===== src/rtl/amscr_cfg.svh =====
`ifndef AMSCR_CFG_SVH
`define AMSCR_CFG_SVH
// Summary of operation
// - read-only 24-bit sysref edge position status
// - input A 16-bit fullscale trim, reset a000
// - input B 16-bit fullscale trim, reset a000
// - bypass bit 0 selects analog supply reference
// - timestamp bit 0 enables input receiver
// - timestamp bit 1 selects low-volt pecl mode
// - 4-bit pre-emphasis common to all lanes
// - delay select zero means automatic calibration
// - magnify bit changes edge position resolution

// ----------------------------------------
// address map, byte-wide registers
// ----------------------------------------
`define AMSCR_ADDR_W          8
`define AMSCR_CLK_CTRL_ADDR   8'h29
`define AMSCR_EDGE_POS_ADDR0  8'h2c
`define AMSCR_EDGE_POS_ADDR1  8'h2d
`define AMSCR_EDGE_POS_ADDR2  8'h2e
`define AMSCR_FS_A_ADDR0      8'h30
`define AMSCR_FS_A_ADDR1      8'h31
`define AMSCR_FS_B_ADDR0      8'h32
`define AMSCR_FS_B_ADDR1      8'h33
`define AMSCR_REF_BYP_ADDR    8'h38
`define AMSCR_TIMESTAMP_INPUT_ADDR      8'h3b
`define AMSCR_PREEMPH_ADDR    8'h48

// ----------------------------------------
// reset values and field positions
// ----------------------------------------
`define AMSCR_FS_RESET        16'ha000
`define AMSCR_BYTE_RESET      8'h00
`define AMSCR_REF_BYP_BIT     0
`define AMSCR_TIMESTAMP_INPUT_RECV_BIT  0
`define AMSCR_TIMESTAMP_INPUT_PECL_BIT  1
`define AMSCR_DLY_SEL_LSB     0
`define AMSCR_MAGNIFY_BIT     4
`define AMSCR_PREEMPH_LSB     0
`define AMSCR_DLY_AUTO        4'h0
`define AMSCR_LANES           16
`endif


===== src/rtl/amscr_pkg.sv =====
package amscr_pkg;
  typedef struct packed {
    logic [7:0] addr;
    logic [7:0] wdata;
    logic       wr;
    logic       rd;
  } amscr_req_t;

  typedef struct packed {
    logic [15:0] fullscale_a;
    logic [15:0] fullscale_b;
    logic        ref_bypass;
    logic        timestamp_receiver_enable;
    logic        timestamp_input_pecl_en;
    logic [3:0]  preemph;
    logic [3:0]  delay_select;
    logic        delay_auto;
    logic        magnify;
  } amscr_ctrl_t;
endpackage


===== src/rtl/amscr_regs.sv =====
`include "amscr_cfg.svh"
// ----------------------------------------
// misc analog and serializer config bank
// ----------------------------------------
module amscr_regs
  import amscr_pkg::*;
#(
  parameter int LANES = `AMSCR_LANES
) (
  input  wire logic               sys_clk,        // 50 mhz clock
  input  wire logic               resetn,         // async reset, low
  input  wire logic               clk_en,         // freezes state when low
  input  wire logic [7:0]         reg_addr,       // register byte address
  input  wire logic [7:0]         reg_wdata,      // write data
  input  wire logic               reg_wr,         // write strobe
  input  wire logic               reg_rd,         // read strobe
  output logic      [7:0]         reg_rdata,      // read data, next cycle
  input  wire logic [23:0]        edge_pos_raw,   // measured edge position
  output logic      [15:0]        fullscale_a,    // input a trim
  output logic      [15:0]        fullscale_b,    // input b trim
  output logic                    ref_bypass,     // supply as reference
  output logic                    timestamp_receiver_enable,  // timestamp receiver on
  output logic                    timestamp_input_pecl_en,  // timestamp lvpecl mode
  output logic      [3:0]         delay_select,   // sysref delay select
  output logic                    delay_auto,     // automatic calibration
  output logic                    magnify,        // edge status magnify
  output logic      [LANES*4-1:0] lane_pe         // per-lane pre-emphasis
);
  amscr_req_t  req;
  amscr_ctrl_t ctrl;
  logic [15:0] fs_a;
  logic [15:0] fs_b;
  logic [7:0]  ref_byp;
  logic [7:0]  timestamp_input;
  logic [7:0]  preemph;
  logic [7:0]  clk_ctrl;
  logic [23:0] edge_sync;
  logic [23:0] edge_pos;
  logic [7:0]  next_rdata;

  assign req = '{addr: reg_addr, wdata: reg_wdata, wr: reg_wr, rd: reg_rd};

  // ----------------------------------------
  // status capture
  // ----------------------------------------
  amscr_sync #(
    .W (24)
  ) u_sync (
    .sys_clk (sys_clk),
    .resetn  (resetn),
    .clk_en  (clk_en),
    .d       (edge_pos_raw),
    .q       (edge_sync)
  );

  // magnify scales the status so software sees finer steps
  always_ff @(posedge sys_clk or negedge resetn) begin
    if (!resetn) begin
      edge_pos <= 24'h000000;
    end else if (clk_en) begin
      if (clk_ctrl[`AMSCR_MAGNIFY_BIT]) begin
        edge_pos <= {edge_sync[11:0], 12'h000};
      end else begin
        edge_pos <= edge_sync;
      end
    end
  end

  // ----------------------------------------
  // writable registers
  // ----------------------------------------
  // full-scale trims, msb at lower address; low codes accepted as is
  always_ff @(posedge sys_clk or negedge resetn) begin
    if (!resetn) begin
      fs_a <= `AMSCR_FS_RESET;
      fs_b <= `AMSCR_FS_RESET;
    end else if (clk_en && req.wr) begin
      case (req.addr)
        `AMSCR_FS_A_ADDR0: fs_a[15:8] <= req.wdata;
        `AMSCR_FS_A_ADDR1: fs_a[7:0]  <= req.wdata;
        `AMSCR_FS_B_ADDR0: fs_b[15:8] <= req.wdata;
        `AMSCR_FS_B_ADDR1: fs_b[7:0]  <= req.wdata;
        default: ;
      endcase
    end
  end

  // byte registers keep reserved bits but never use them
  always_ff @(posedge sys_clk or negedge resetn) begin
    if (!resetn) begin
      ref_byp  <= `AMSCR_BYTE_RESET;
      timestamp_input    <= `AMSCR_BYTE_RESET;
      preemph  <= `AMSCR_BYTE_RESET;
      clk_ctrl <= `AMSCR_BYTE_RESET;
    end else if (clk_en && req.wr) begin
      case (req.addr)
        `AMSCR_REF_BYP_ADDR:  ref_byp  <= req.wdata;
        `AMSCR_TIMESTAMP_INPUT_ADDR:    timestamp_input    <= req.wdata;
        `AMSCR_PREEMPH_ADDR:  preemph  <= req.wdata;
        `AMSCR_CLK_CTRL_ADDR: clk_ctrl <= req.wdata;
        default: ;
      endcase
    end
  end

  // ----------------------------------------
  // control outputs, registered
  // ----------------------------------------
  always_comb begin
    ctrl.fullscale_a   = fs_a;
    ctrl.fullscale_b   = fs_b;
    ctrl.ref_bypass    = ref_byp[`AMSCR_REF_BYP_BIT];
    ctrl.timestamp_receiver_enable = timestamp_input[`AMSCR_TIMESTAMP_INPUT_RECV_BIT];
    ctrl.timestamp_input_pecl_en = timestamp_input[`AMSCR_TIMESTAMP_INPUT_PECL_BIT];
    ctrl.preemph       = preemph[3:0];
    ctrl.delay_select  = clk_ctrl[3:0];
    ctrl.delay_auto    = (clk_ctrl[3:0] == `AMSCR_DLY_AUTO);
    ctrl.magnify       = clk_ctrl[`AMSCR_MAGNIFY_BIT];
  end

  // one cycle of latency buys flop-driven analog controls
  always_ff @(posedge sys_clk or negedge resetn) begin
    if (!resetn) begin
      fullscale_a   <= `AMSCR_FS_RESET;
      fullscale_b   <= `AMSCR_FS_RESET;
      ref_bypass    <= 1'b0;
      timestamp_receiver_enable <= 1'b0;
      timestamp_input_pecl_en <= 1'b0;
      delay_select  <= 4'h0;
      delay_auto    <= 1'b1;
      magnify       <= 1'b0;
    end else if (clk_en) begin
      fullscale_a   <= ctrl.fullscale_a;
      fullscale_b   <= ctrl.fullscale_b;
      ref_bypass    <= ctrl.ref_bypass;
      timestamp_receiver_enable <= ctrl.timestamp_receiver_enable;
      timestamp_input_pecl_en <= ctrl.timestamp_input_pecl_en;
      delay_select  <= ctrl.delay_select;
      delay_auto    <= ctrl.delay_auto;
      magnify       <= ctrl.magnify;
    end
  end

  amscr_lane_fan #(
    .LANES (LANES)
  ) u_fan (
    .sys_clk (sys_clk),
    .resetn  (resetn),
    .clk_en  (clk_en),
    .setting (ctrl.preemph),
    .lane_pe (lane_pe)
  );

  // ----------------------------------------
  // read path
  // ----------------------------------------
  // unmapped addresses read zero
  always_comb begin
    case (req.addr)
      `AMSCR_CLK_CTRL_ADDR:  next_rdata = clk_ctrl;
      `AMSCR_EDGE_POS_ADDR0: next_rdata = edge_pos[23:16];
      `AMSCR_EDGE_POS_ADDR1: next_rdata = edge_pos[15:8];
      `AMSCR_EDGE_POS_ADDR2: next_rdata = edge_pos[7:0];
      `AMSCR_FS_A_ADDR0:     next_rdata = fs_a[15:8];
      `AMSCR_FS_A_ADDR1:     next_rdata = fs_a[7:0];
      `AMSCR_FS_B_ADDR0:     next_rdata = fs_b[15:8];
      `AMSCR_FS_B_ADDR1:     next_rdata = fs_b[7:0];
      `AMSCR_REF_BYP_ADDR:   next_rdata = ref_byp;
      `AMSCR_TIMESTAMP_INPUT_ADDR:     next_rdata = timestamp_input;
      `AMSCR_PREEMPH_ADDR:   next_rdata = preemph;
      default:               next_rdata = 8'h00;
    endcase
  end

  // data stands only in the cycle after the strobe
  always_ff @(posedge sys_clk or negedge resetn) begin
    if (!resetn) begin
      reg_rdata <= 8'h00;
    end else if (clk_en) begin
      reg_rdata <= req.rd ? next_rdata : 8'h00;
    end
  end
endmodule


===== src/rtl/amscr_sync.sv =====
`include "amscr_cfg.svh"
// two-stage synchroniser for the edge position status bus
module amscr_sync
  import amscr_pkg::*;
#(
  parameter int W = 24
) (
  input  wire logic         sys_clk, // clock
  input  wire logic         resetn,  // async reset
  input  wire logic         clk_en,  // clock enable
  input  wire logic [W-1:0] d,       // async input
  output logic      [W-1:0] q        // synchronised
);
  logic [W-1:0] meta;

  // first stage is read only by the second
  always_ff @(posedge sys_clk or negedge resetn) begin
    if (!resetn) begin
      meta <= '0;
      q    <= '0;
    end else if (clk_en) begin
      meta <= d;
      q    <= meta;
    end
  end
endmodule


===== src/rtl/amscr_lane_fan.sv =====
`include "amscr_cfg.svh"
// fans the single pre-emphasis setting to every serial lane
module amscr_lane_fan
  import amscr_pkg::*;
#(
  parameter int LANES = `AMSCR_LANES
) (
  input  wire logic              sys_clk,   // clock
  input  wire logic              resetn,    // async reset
  input  wire logic              clk_en,    // clock enable
  input  wire logic [3:0]        setting,   // common setting
  output logic      [LANES*4-1:0] lane_pe   // per-lane copies
);
  genvar g;
  // one register per lane keeps fanout local to each serializer
  generate
    for (g = 0; g < LANES; g++) begin : g_lane
      always_ff @(posedge sys_clk or negedge resetn) begin
        if (!resetn) begin
          lane_pe[g*4 +: 4] <= 4'h0;
        end else if (clk_en) begin
          lane_pe[g*4 +: 4] <= setting;
        end
      end
    end
  endgenerate
endmodule


===== config.mk =====
export PLATFORM = sky130hd
export DESIGN_NAME = amscr_regs
export DESIGN_NICKNAME = d
export VERILOG_FILES = /design/src/rtl/amscr_pkg.sv /design/src/rtl/amscr_regs.sv /design/src/rtl/amscr_sync.sv /design/src/rtl/amscr_lane_fan.sv
export VERILOG_INCLUDE_DIRS = /design/src /design/src/rtl
export SDC_FILE = /design/constraint.sdc
export NUM_CORES = 1
export LEC_CHECK = 0
export ABC_AREA = 1
export BUFFER_PORTS_ARGS = -buffer_cell sky130_fd_sc_hd__buf_2
export CELL_PAD_IN_SITES_DETAIL_PLACEMENT = 1
export CELL_PAD_IN_SITES_GLOBAL_PLACEMENT = 1
export CORE_MARGIN = 1.5
export CORE_UTILIZATION = 31
export CTS_CLUSTER_DIAMETER = 50
export DETAILED_ROUTE_END_ITERATION = 8
export PLACE_DENSITY = 0.7
export RECOVER_POWER = 50
export SYNTH_ARGS = -nofsm -noshare
export SYNTH_HDL_FRONTEND = slang
export SYNTH_SLANG_ARGS = --single-unit

===== constraint.sdc =====
create_clock -name sys_clk -period 1 [get_ports sys_clk]
set_input_delay 0 -clock sys_clk [delete_from_list [all_inputs] [get_ports sys_clk]]
set_output_delay 0 -clock sys_clk [all_outputs]
set_load 0.005 [all_outputs]

==> results of run 1 <==
[worst max path at each step]
| stage | to | cells after the start |
|---|---|---|
| after floorplan | ref_byp[5] | 7 |
| after global placement | reg_rdata[5] | 11 |
| after detailed placement | reg_rdata[4] | 11 |
| after CTS | lane_pe[13] | 2 |
| after global routing | u_sync.meta[7] | 3 |
| final | lane_pe[13] | 2 |
[cell usage after synthesis]
cell type  instances
o21ai_0          101
nor2_4            10
nor2_2             1
dfrtp_1          180
dfstp_2            9
nand3_2            1
nand3_1           84
nor2_1            60
nand4_1            1
nor2_8             1
o21ai_1           12
inv_1             42
nand2_2            3
nand2_1          403
nand3_4            4
o21a_1            10
nand2_4            4
nor3_4             2
buf_2              9
buf_4             64
clkbuf_1          23
inv_2              7
buf_1              1
buf_6              5
[worst max-delay path, stage by stage (launching register included)]
cell and delay (ns):
dfrtp_2 0.43, buf_6 0.13, buf_2 0.12
[routing by layer]
layer	global-route usage [%]	vias up	share of wire, %
li1	-	3662	-
met1	25.1	3701	46
met2	31.3	156	49
met3	2.91	20	3.2
met4	5.62	0	1.6
met5	0	-	0
[report_power, final]
part,internal (mW),switching (mW)
Clock,3.59,3.25
Sequential,8.12,0.349
Combinational,0.940,1.15
Total,12.6,4.75
[cell type report]
| cell class | count | area share (%) |
|---|---|---|
| clock buffer | 20 | 3.79 |
| sequential | 189 | 40.3 |
| multi-input combinational | 697 | 29.8 |
| clock inverter | 12 | 1.10 |
| inverter | 49 | 1.63 |
| timing repair buffer | 298 | 19.4 |
| tap | 378 | 4.01 |
[registers in the layout (all words and copies together) (netlist names), 16 cells and up]
| register | count |
|---|---|
| edge_pos | 24 |
| u_sync.meta | 24 |
| u_sync.q | 24 |
| fs_a | 16 |
| fs_b | 16 |
| fullscale_a | 16 |
| fullscale_b | 16 |
[kinds of logic after synthesis]
logic type	after synthesis
DFF	189
and+or+nand+nor	574
buffers and inverters	151
AOI/OAI and AO/OA	123
[per-stage QoR]
step           worst slack (ns)  hold WS, ns  power, mW  TNS [ns]  area (um2)
2_1_floorplan            0.0405       -0.296       9.45         0        8720
3_3_place_gp             -0.308      -0.0809       10.2    -11.56       10100
3_5_place_dp             -0.332      -0.0800       10.3    -13.90       10100
4_1_cts                  -0.147      0.00590       17.4     -8.95       11400
5_1_grt                  -0.164       0.0280       18.2    -28.25       11800
6_report                 -0.122       0.0166       17.4     -7.31       11800
[repair_timing]
item                                   4_1_cts  5_1_grt
setup buffers                                9       17
endpoints found under the hold margin      221        0
hold buffers                                31        0
setup endpoints to repair                  105      112
cloned                                       2        0
pin swaps                                   25       46
gates resized for setup                    100       84
[placed cells by master, fill, tap and decap left out, types with 2 or more instances in the layout]
| cell type | count |
|---|---|
| buf_2 | 136 |
| nand3_1 | 60 |
| nand2_4 | 4 |
| o21ai_1 | 31 |
| buf_12 | 15 |
| clkbuf_1 | 2 |
| inv_2 | 8 |
| nor2_1 | 29 |
| nand2_2 | 20 |
| nand3_4 | 4 |
| inv_8 | 4 |
| dfrtp_1 | 175 |
| buf_6 | 27 |
| o21ai_2 | 14 |
| nand3_2 | 25 |
| o21a_1 | 10 |
| nor2_2 | 14 |
| nor3_4 | 2 |
| buf_4 | 87 |
| inv_1 | 38 |
| nand2_1 | 386 |
| nor2_4 | 28 |
| clkinv_4 | 4 |
| clkinvlp_4 | 2 |
| dfrtp_2 | 5 |
| dlygate4sd3_1 | 31 |
| clkinv_2 | 2 |
| o21ai_0 | 67 |
| clkbuf_16 | 17 |
| dfstp_2 | 9 |
==> impl_metrics.yaml, run 1 <==
sta:
  hold_violations: 0
  rsz0062_at_grt: "yes"
  period_share_pct: 112
  max_freq_mhz: 891
  slew_violations: 0
  setup_viol: 87
  fin_crit_ns: 1.12
  fin_ws_ns: -0.122
  worstMarginPinSlew_ns: 0.958
  clock_skew_ns: 0.0137
  maxSlewHeadroom_pct: 36.1
route:
  drc_errors: 0
  via_count: 7539
  wirelength_um: 26400
  wl_per_cell_um: 16.1
  drt-pass1-iter-count: 4
  drt_iter0_markers: 403
  ant_nets: 0
  viasPerCell: 4.59
critical_path:
  crit_arrival_ns: 1.12
  cp-start-kind: "flip-flop"
  ff2ff_path_depth: 6
  r2r-start: "clk_ctrl[4]"
  critPathLaunch: "u_fan.lane_pe[41]"
  criticalPathCategory: "flip-flop to output port"
  crit_fanout: 8
  cp-end-kind: "output port"
  crit_required_ns: 1.00
  r2r-end: "reg_rdata[4]"
  regToRegSetupSlack_ns: -0.10
logic_synthesis:
  synth_simple_gate_area_share_pct: 28.4
  synth_seq_cells: 189
  synth_warnings: 0
  synthTopCellsByArea: "dfrtp_1 (52%), nand2_1 (17%), o21ai_0 (5.8%)"
  synth_fp_nets: 1082
  synth_top_area_cell: "dfrtp_1"
  syn_area_per_cell_um2: 8.41
  synth_xor_area_share_pct: 0
  synth_fa_ha_area_share_pct: 0
  synth_top_family_by_area: "simple AND/OR/NAND/NOR gates"
  synth_compound_area_share_pct: 7.35
  synth.distinct_cells: 24
  syn_inst: 1037
  synthesis.area_um2: 8720
  yosysSeqAreaShare_pct: 54.4
  synth_top_area_share_pct: 51.7
  muxShareOfSynthArea_pct: 0
hold_path:
  hold_class: "primary input to flip-flop"
  whs_endpoint: "delay_select[0]"
  min_from: "clk_en"
  whs_path_depth: 4
cells_and_area:
  area_delta_synth_final_pct: 35.2
  antennaDiodeCount: 0
  multi_input_area_um2: 3510
  seq_area_um2: 4750
  fin_cells: 1643
  nFillCells: 3258
  nets: 1297
  fin_util_pct: 42.5
  drive_gt1_share_pct: 34.4
global_route:
  overflow: 0
  grt_usage_pct: 18.8
  grt_max_degree: 73
  grt_pass1_vias: 7782
  grt_pass1_wl_um: 42200
  antenna_found_initial: 0
placed_design:
  io_buffer_count: 157
  place.gp.congestion: 0.891
  placed_cells: 1552
  hpwl_um: 18600
cts:
  clockBufferDepth: 2
  cts_root_buf: "clkbuf_16"
  cts_tree: "done"
  clk_pin_slew_ns: 0.08
  cts_buffers: 17
  htree_num_levels: 4
  cts_sinks: 189
  clock_latency_ns: 0.44
floorplanning:
  die-area_um2: 29100
  design.core.area_um2: 27700
  fp.dieH_um: 171
  dieWidth_um: 171
  pin_count: 158
  start_util_pct: 31.5
  placementRows: 61
job:
  cap_viol_max_count: 0
power_and_ir_drop:
  leakagePower_nw: 6.05
  ir_worst_vdd_v: 0.00111
  p_per_area_nw_per_um2: 1480
outcome:
  status: "finished, violations left"
  failed_checks: "negative setup slack"
No activity file was read; power rests on OpenSTA's default activity.
==> run 2: changes to the inputs <==
Settings changed: PLACE_DENSITY 0.7 to 0.66.
==> run 2 against run 1 <==
  * The flow still finishes with violations (negative setup slack)
  * Sequential share of layout area decreased by 1.7 points
  * Non-clock buffer count rose by 21
  * Clock skew fell by 0.0059 ns
  * Register-to-register slack worse by 0.02 ns
  * Largest cell class unchanged
  * Largest power group unchanged
  * Highest routed layer unchanged
==> impl_metrics.yaml, run 2 (same netlist as run 1, synthesis figures left out) <==
route:
  drt_iter0_markers: 364
  ant_nets: 0
  drt-pass1-iter-count: 4
  wl_per_cell_um: 16.6
  via_count: 7583
  wirelength_um: 27600
  viasPerCell: 4.56
  drc_errors: 0
global_route:
  overflow: 0
  grt_pass1_vias: 7590
  grt_usage_pct: 19.0
  antenna_found_initial: 0
  grt_max_degree: 58
  grt_pass1_wl_um: 42200
critical_path:
  path_buf_inv: 2
  critPathLaunch: "u_fan.lane_pe[42]"
  crit_top_cell: "buf_6"
  cp-end-kind: "output port"
  crit_family: "flip-flops"
  ff2ff_path_depth: 4
  crit_fanout: 8
  cp_cell_sequence: "buf_6 -> buf_6"
  criticalPathCategory: "flip-flop to output port"
  slowest_delay_ns: 0.45
  regToRegSetupSlack_ns: -0.12
  r2r-start: "clk_ctrl[4]"
  cp-start-kind: "flip-flop"
  crit_arrival_ns: 1.17
  cp_slowest_cell: "dfrtp_2"
  crit_required_ns: 1.00
  r2r-end: "edge_pos[17]"
hold_path:
  whs_path_depth: 4
  hold_class: "primary input to flip-flop"
  min_from: "reg_wdata[6]"
  whs_endpoint: "fs_b[14]"
floorplanning:
  placementRows: 61
  pin_count: 158
  dieWidth_um: 171
  fp.dieH_um: 171
  design.core.area_um2: 27700
  die-area_um2: 29100
  start_util_pct: 31.5
sta:
  slew_violations: 0
  rsz0062_at_grt: "yes"
  worstMarginPinSlew_ns: 0.825
  hold_violations: 0
  maxSlewHeadroom_pct: 45.0
  fin_ws_ns: -0.172
  clock_skew_ns: 0.00772
  max_freq_mhz: 853
  setup_viol: 116
  period_share_pct: 117
  fin_crit_ns: 1.17
  holdWs_ns: 0.0194
placed_design:
  io_buffer_count: 157
  place.gp.congestion: 0.838
  placed_cell_area_um2: 10200
  hpwl_um: 18700
  dp_slack_ns: -0.307
  placed_cells: 1562
cells_and_area:
  postLayoutCellArea_um2: 12300
  fin_cells: 1664
  drive_gt1_share_pct: 36.0
  area_delta_synth_final_pct: 41.0
  top_regs: "edge_pos x24, u_sync.meta x24, u_sync.q x24"
  fin_util_pct: 44.4
  nets: 1318
  layout_commonest_cell: "nand2_1"
  final_cell_mix: "nand2_1 (381), dfrtp_1 (175), buf_4 (92)"
cts:
  clock_latency_ns: 0.44
  clockBufferDepth: 2
  htree_num_levels: 4
  cts_tree: "done"
  cts_root_buf: "clkbuf_16"
  clk_pin_slew_ns: 0.07
  cts_buffers: 17
  cts_sinks: 189
power_and_ir_drop:
  p_per_area_nw_per_um2: 1420
  leakagePower_nw: 6.28
  ir_worst_vdd_v: 0.00102
job:
  cap_viol_max_count: 0
outcome:
  status: "finished, violations left"
  failed_checks: "negative setup slack"
run 2: cell types whose count changed in the layout (fill, tap and decap cells not counted), sizes merged:
| cell | delta |
|---|---|
| buf | +17 |
| clkbuf | +2 |
| clkinv | -1 |
| clkinvlp | +1 |
| diode | +1 |
| dlymetal6s4s | +1 |
run 2: area by class of cell:
cell class	instances	area, um2
diodes	1	2.50
clock buffers	19	433
clock inverters	12	111
fillers	3251	15400
inverters	49	195
multi-input cells	697	3540
flip-flops and latches	189	4750
well taps	378	473
repair buffers	319	2790
run 2: how the worst max path moves through the flow:
stage / end / depth (start not counted)
floorplan: ref_byp[5] / 7
global placement: reg_rdata[1] / 11
detailed placement: reg_rdata[1] / 11
CTS: lane_pe[53] / 2
global route: lane_pe[2] / 2
finish: lane_pe[6] / 2
run 2: where the power goes:
group,leakage (nW),total [mW],internal [mW],switching (mW)
Combinational,3.59,2.36,1.14,1.22
Sequential,2.44,8.47,8.12,0.346
Clock,0.261,6.59,3.45,3.15
run 2: worst reg2reg max path: stages, from the launching register on:
cell	delay, ns
dfrtp_2	0.48
buf_12	0.16
buf_16	0.14
o21ai_4	0.14
o21ai_1	0.09
run 2: what timing repair did:
item                                    4_1_cts  5_1_grt
gates cloned                                  2        4
endpoints found under the hold margin       221        0
hold buffers                                 32        0
endpoints found under the setup margin      109      121
setup buffers                                15       19
pin swaps                                    31       46
gates resized for setup                     110      141
run 2: layer usage:
metal	track usage [%]	vias to the layer above	part of all wire, %
li1	-	3697	-
met1	25.0	3713	44
met2	32.7	146	50
met3	2.41	27	3.5
met4	5.69	0	1.7
met5	0	-	0
run 2: per-stage QoR:
step / total power, mW / setup TNS (ns)
after floorplan: 9.45 / 0
after global placement: 10.3 / -13.05
after detailed placement: 10.3 / -15.31
after CTS: 17.3 / -11.87
after global routing: 18.2 / -20.92
final: 17.4 / -11.83
==> run 3: changes to the inputs <==
Settings changed: PLACE_DENSITY 0.66 to 0.63, RECOVER_POWER 50 to default, SLEW_MARGIN from default to 20.
Clock period 1 ns to 1.1 ns, I/O delays scaled along.
==> run 3 against run 2 <==
  * The run ends with negative hold slack, negative setup slack left
  * First-iteration DRC count rose by 8.0%
  * Setup slack improved by 0.17 ns
  * Die area unchanged
  * Core utilization fell by 4.1 points
  * Critical path depth grew 4
  * Combinational power shrank 31%
  * Sequential share of layout area increased by 4.0 points
  * Largest cell class unchanged
  * Highest routed layer unchanged
==> impl_metrics.yaml, run 3 (same netlist as run 1, synthesis figures left out) <==
outcome:
  status: "finished, violations left"
  failed_checks: "negative hold slack, negative setup slack"
floorplanning:
  die-area_um2: 29100
  design.core.area_um2: 27700
  placementRows: 61
  start_util_pct: 31.5
  pin_count: 158
  dieWidth_um: 171
  fp.dieH_um: 171
critical_path:
  criticalPathCategory: "flip-flop to flip-flop"
  crit_arrival_ns: 1.44
  cp-end-kind: "flip-flop"
  crit_required_ns: 1.43
  crit_fanout: 2
  cp-start-kind: "flip-flop"
cells_and_area:
  top_regs: "edge_pos x24, u_sync.meta x24, u_sync.q x24"
  nets: 1258
  antennaDiodeCount: 0
  area_delta_synth_final_pct: 27.9
  final_cell_mix: "nand2_1 (393), dfrtp_1 (175), buf_2 (154)"
  drive_gt1_share_pct: 27.9
  layout_commonest_cell: "nand2_1"
  fin_cells: 1604
route:
  wl_per_cell_um: 16.1
  drt_iter0_markers: 393
  drc_errors: 0
  ant_nets: 0
  via_count: 7241
  wirelength_um: 25900
  drt-pass1-iter-count: 4
  viasPerCell: 4.51
cts:
  cts_buffers: 17
  cts_sinks: 189
  clockBufferDepth: 2
  clk_pin_slew_ns: 0.08
  htree_num_levels: 4
  holdBufCountCts: 31
  clock_latency_ns: 0.44
  cts_tree: "done"
  cts_root_buf: "clkbuf_16"
placed_design:
  placed_cells: 1531
  io_buffer_count: 157
  hpwl_um: 18500
  place.gp.congestion: 0.835
job:
  cap_viol_max_count: 0
sta:
  maxSlewHeadroom_pct: 56.8
  rsz0062_at_grt: "yes"
  slew_violations: 0
  worstMarginPinSlew_ns: 0.646
  max_freq_mhz: 907
  setup_viol: 1
  period_share_pct: 100
  fin_crit_ns: 1.10
  fin_ws_ns: -0.00295
  holdWs_ns: -0.0304
  clock_skew_ns: 0.0144
  hold_violations: 12
hold_path:
  hold_class: "primary input to asynchronous set/reset pin"
global_route:
  overflow: 0
  antenna_found_initial: 0
  grt_max_degree: 75
  grt_pass1_wl_um: 41200
  grt_pass1_vias: 7378
  grt_usage_pct: 18.4
power_and_ir_drop:
  leakagePower_nw: 5.76
  p_per_area_nw_per_um2: 1410
  ir_worst_vdd_v: 0.000834
[run 3: changes by cell type in the layout (fill, tap and decap cells not counted), moves of 15 or more]
cell	change
o21ai_2	-15
buf_4	-39
o21ai_0	+21
buf_6	-81
buf_2	+64
nor2_1	+17
[run 3: path summary, 6_finish.rpt]
path / from / to / slack (ns) / cells after the start
setup / recovery: edge_pos[5] / reg_rdata[5] / -0.003 / 6
hold / removal: resetn / fs_b[12] / -0.03 / 2
setup reg to reg: edge_pos[5] / reg_rdata[5] / -0.003 / 6
hold reg to reg: fullscale_b[13] / fullscale_b[13] / 0.47 / 2
max in group asynchronous: resetn / delay_auto / 0.50 / 3
min in group sys_clk: reg_wdata[7] / fs_b[7] / 0.03 / 4
[run 3: metrics by stage]
stage	setup WS, ns	setup TNS, ns	power, mW	util, %	cell area [um2]
after CTS	-0.0220	-0.950	15.9	39.5	11000
final	-0.00295	-0.00295	15.7	40.2	11100
after floorplan	0.0639	0	8.59	-	8720
after detailed placement	-0.220	-5.27	9.33	36.1	10000
after global placement	-0.174	-4.16	9.28	36.1	10000
after global routing	-0.0782	-3.93	16.4	40.2	11100
[run 3: metal layers]
| layer | share of wire, % | track usage (%) |
|---|---|---|
| met5 | 0 | 0 |
| met1 | 47 | 24.6 |
| met2 | 49 | 31.6 |
| met3 | 3.3 | 2.87 |
| met4 | 0.92 | 3.69 |
[run 3: repair_timing]
action | CTS | global route
gates resized for setup | 13 | 49
setup buffers | 1 | 9
setup endpoints to repair | 76 | 91
hold endpoints to repair | 221 | 11
pin swaps | 0 | 15
[run 3: worst max-delay path, stage by stage, from the launching register on]
cell,delay [ns]
dfrtp_1,0.40
nand3_1,0.13
nand2_2,0.08
nor2_2,0.17
nand3_1,0.10
nand2_1,0.07
nand2_1,0.06
[run 3: report_power, final]
| part | internal [mW] | switching, mW | leakage (nW) | total [mW] |
|---|---|---|---|---|
| clock network | 3.26 | 3.12 | 0.291 | 6.38 |
| registers | 7.38 | 0.294 | 2.44 | 7.67 |
| logic | 0.680 | 0.939 | 3.04 | 1.62 |
| total | 11.3 | 4.35 | 5.76 | 15.7 |
[run 3: area by class of cell]
class	count	area, um2
clock buffer	17	425
fill	3339	16600
tap	378	473
clock inverter	15	176
multi-input combinational	697	3260
timing repair buffer	259	1880
sequential	189	4750
inverter	49	185
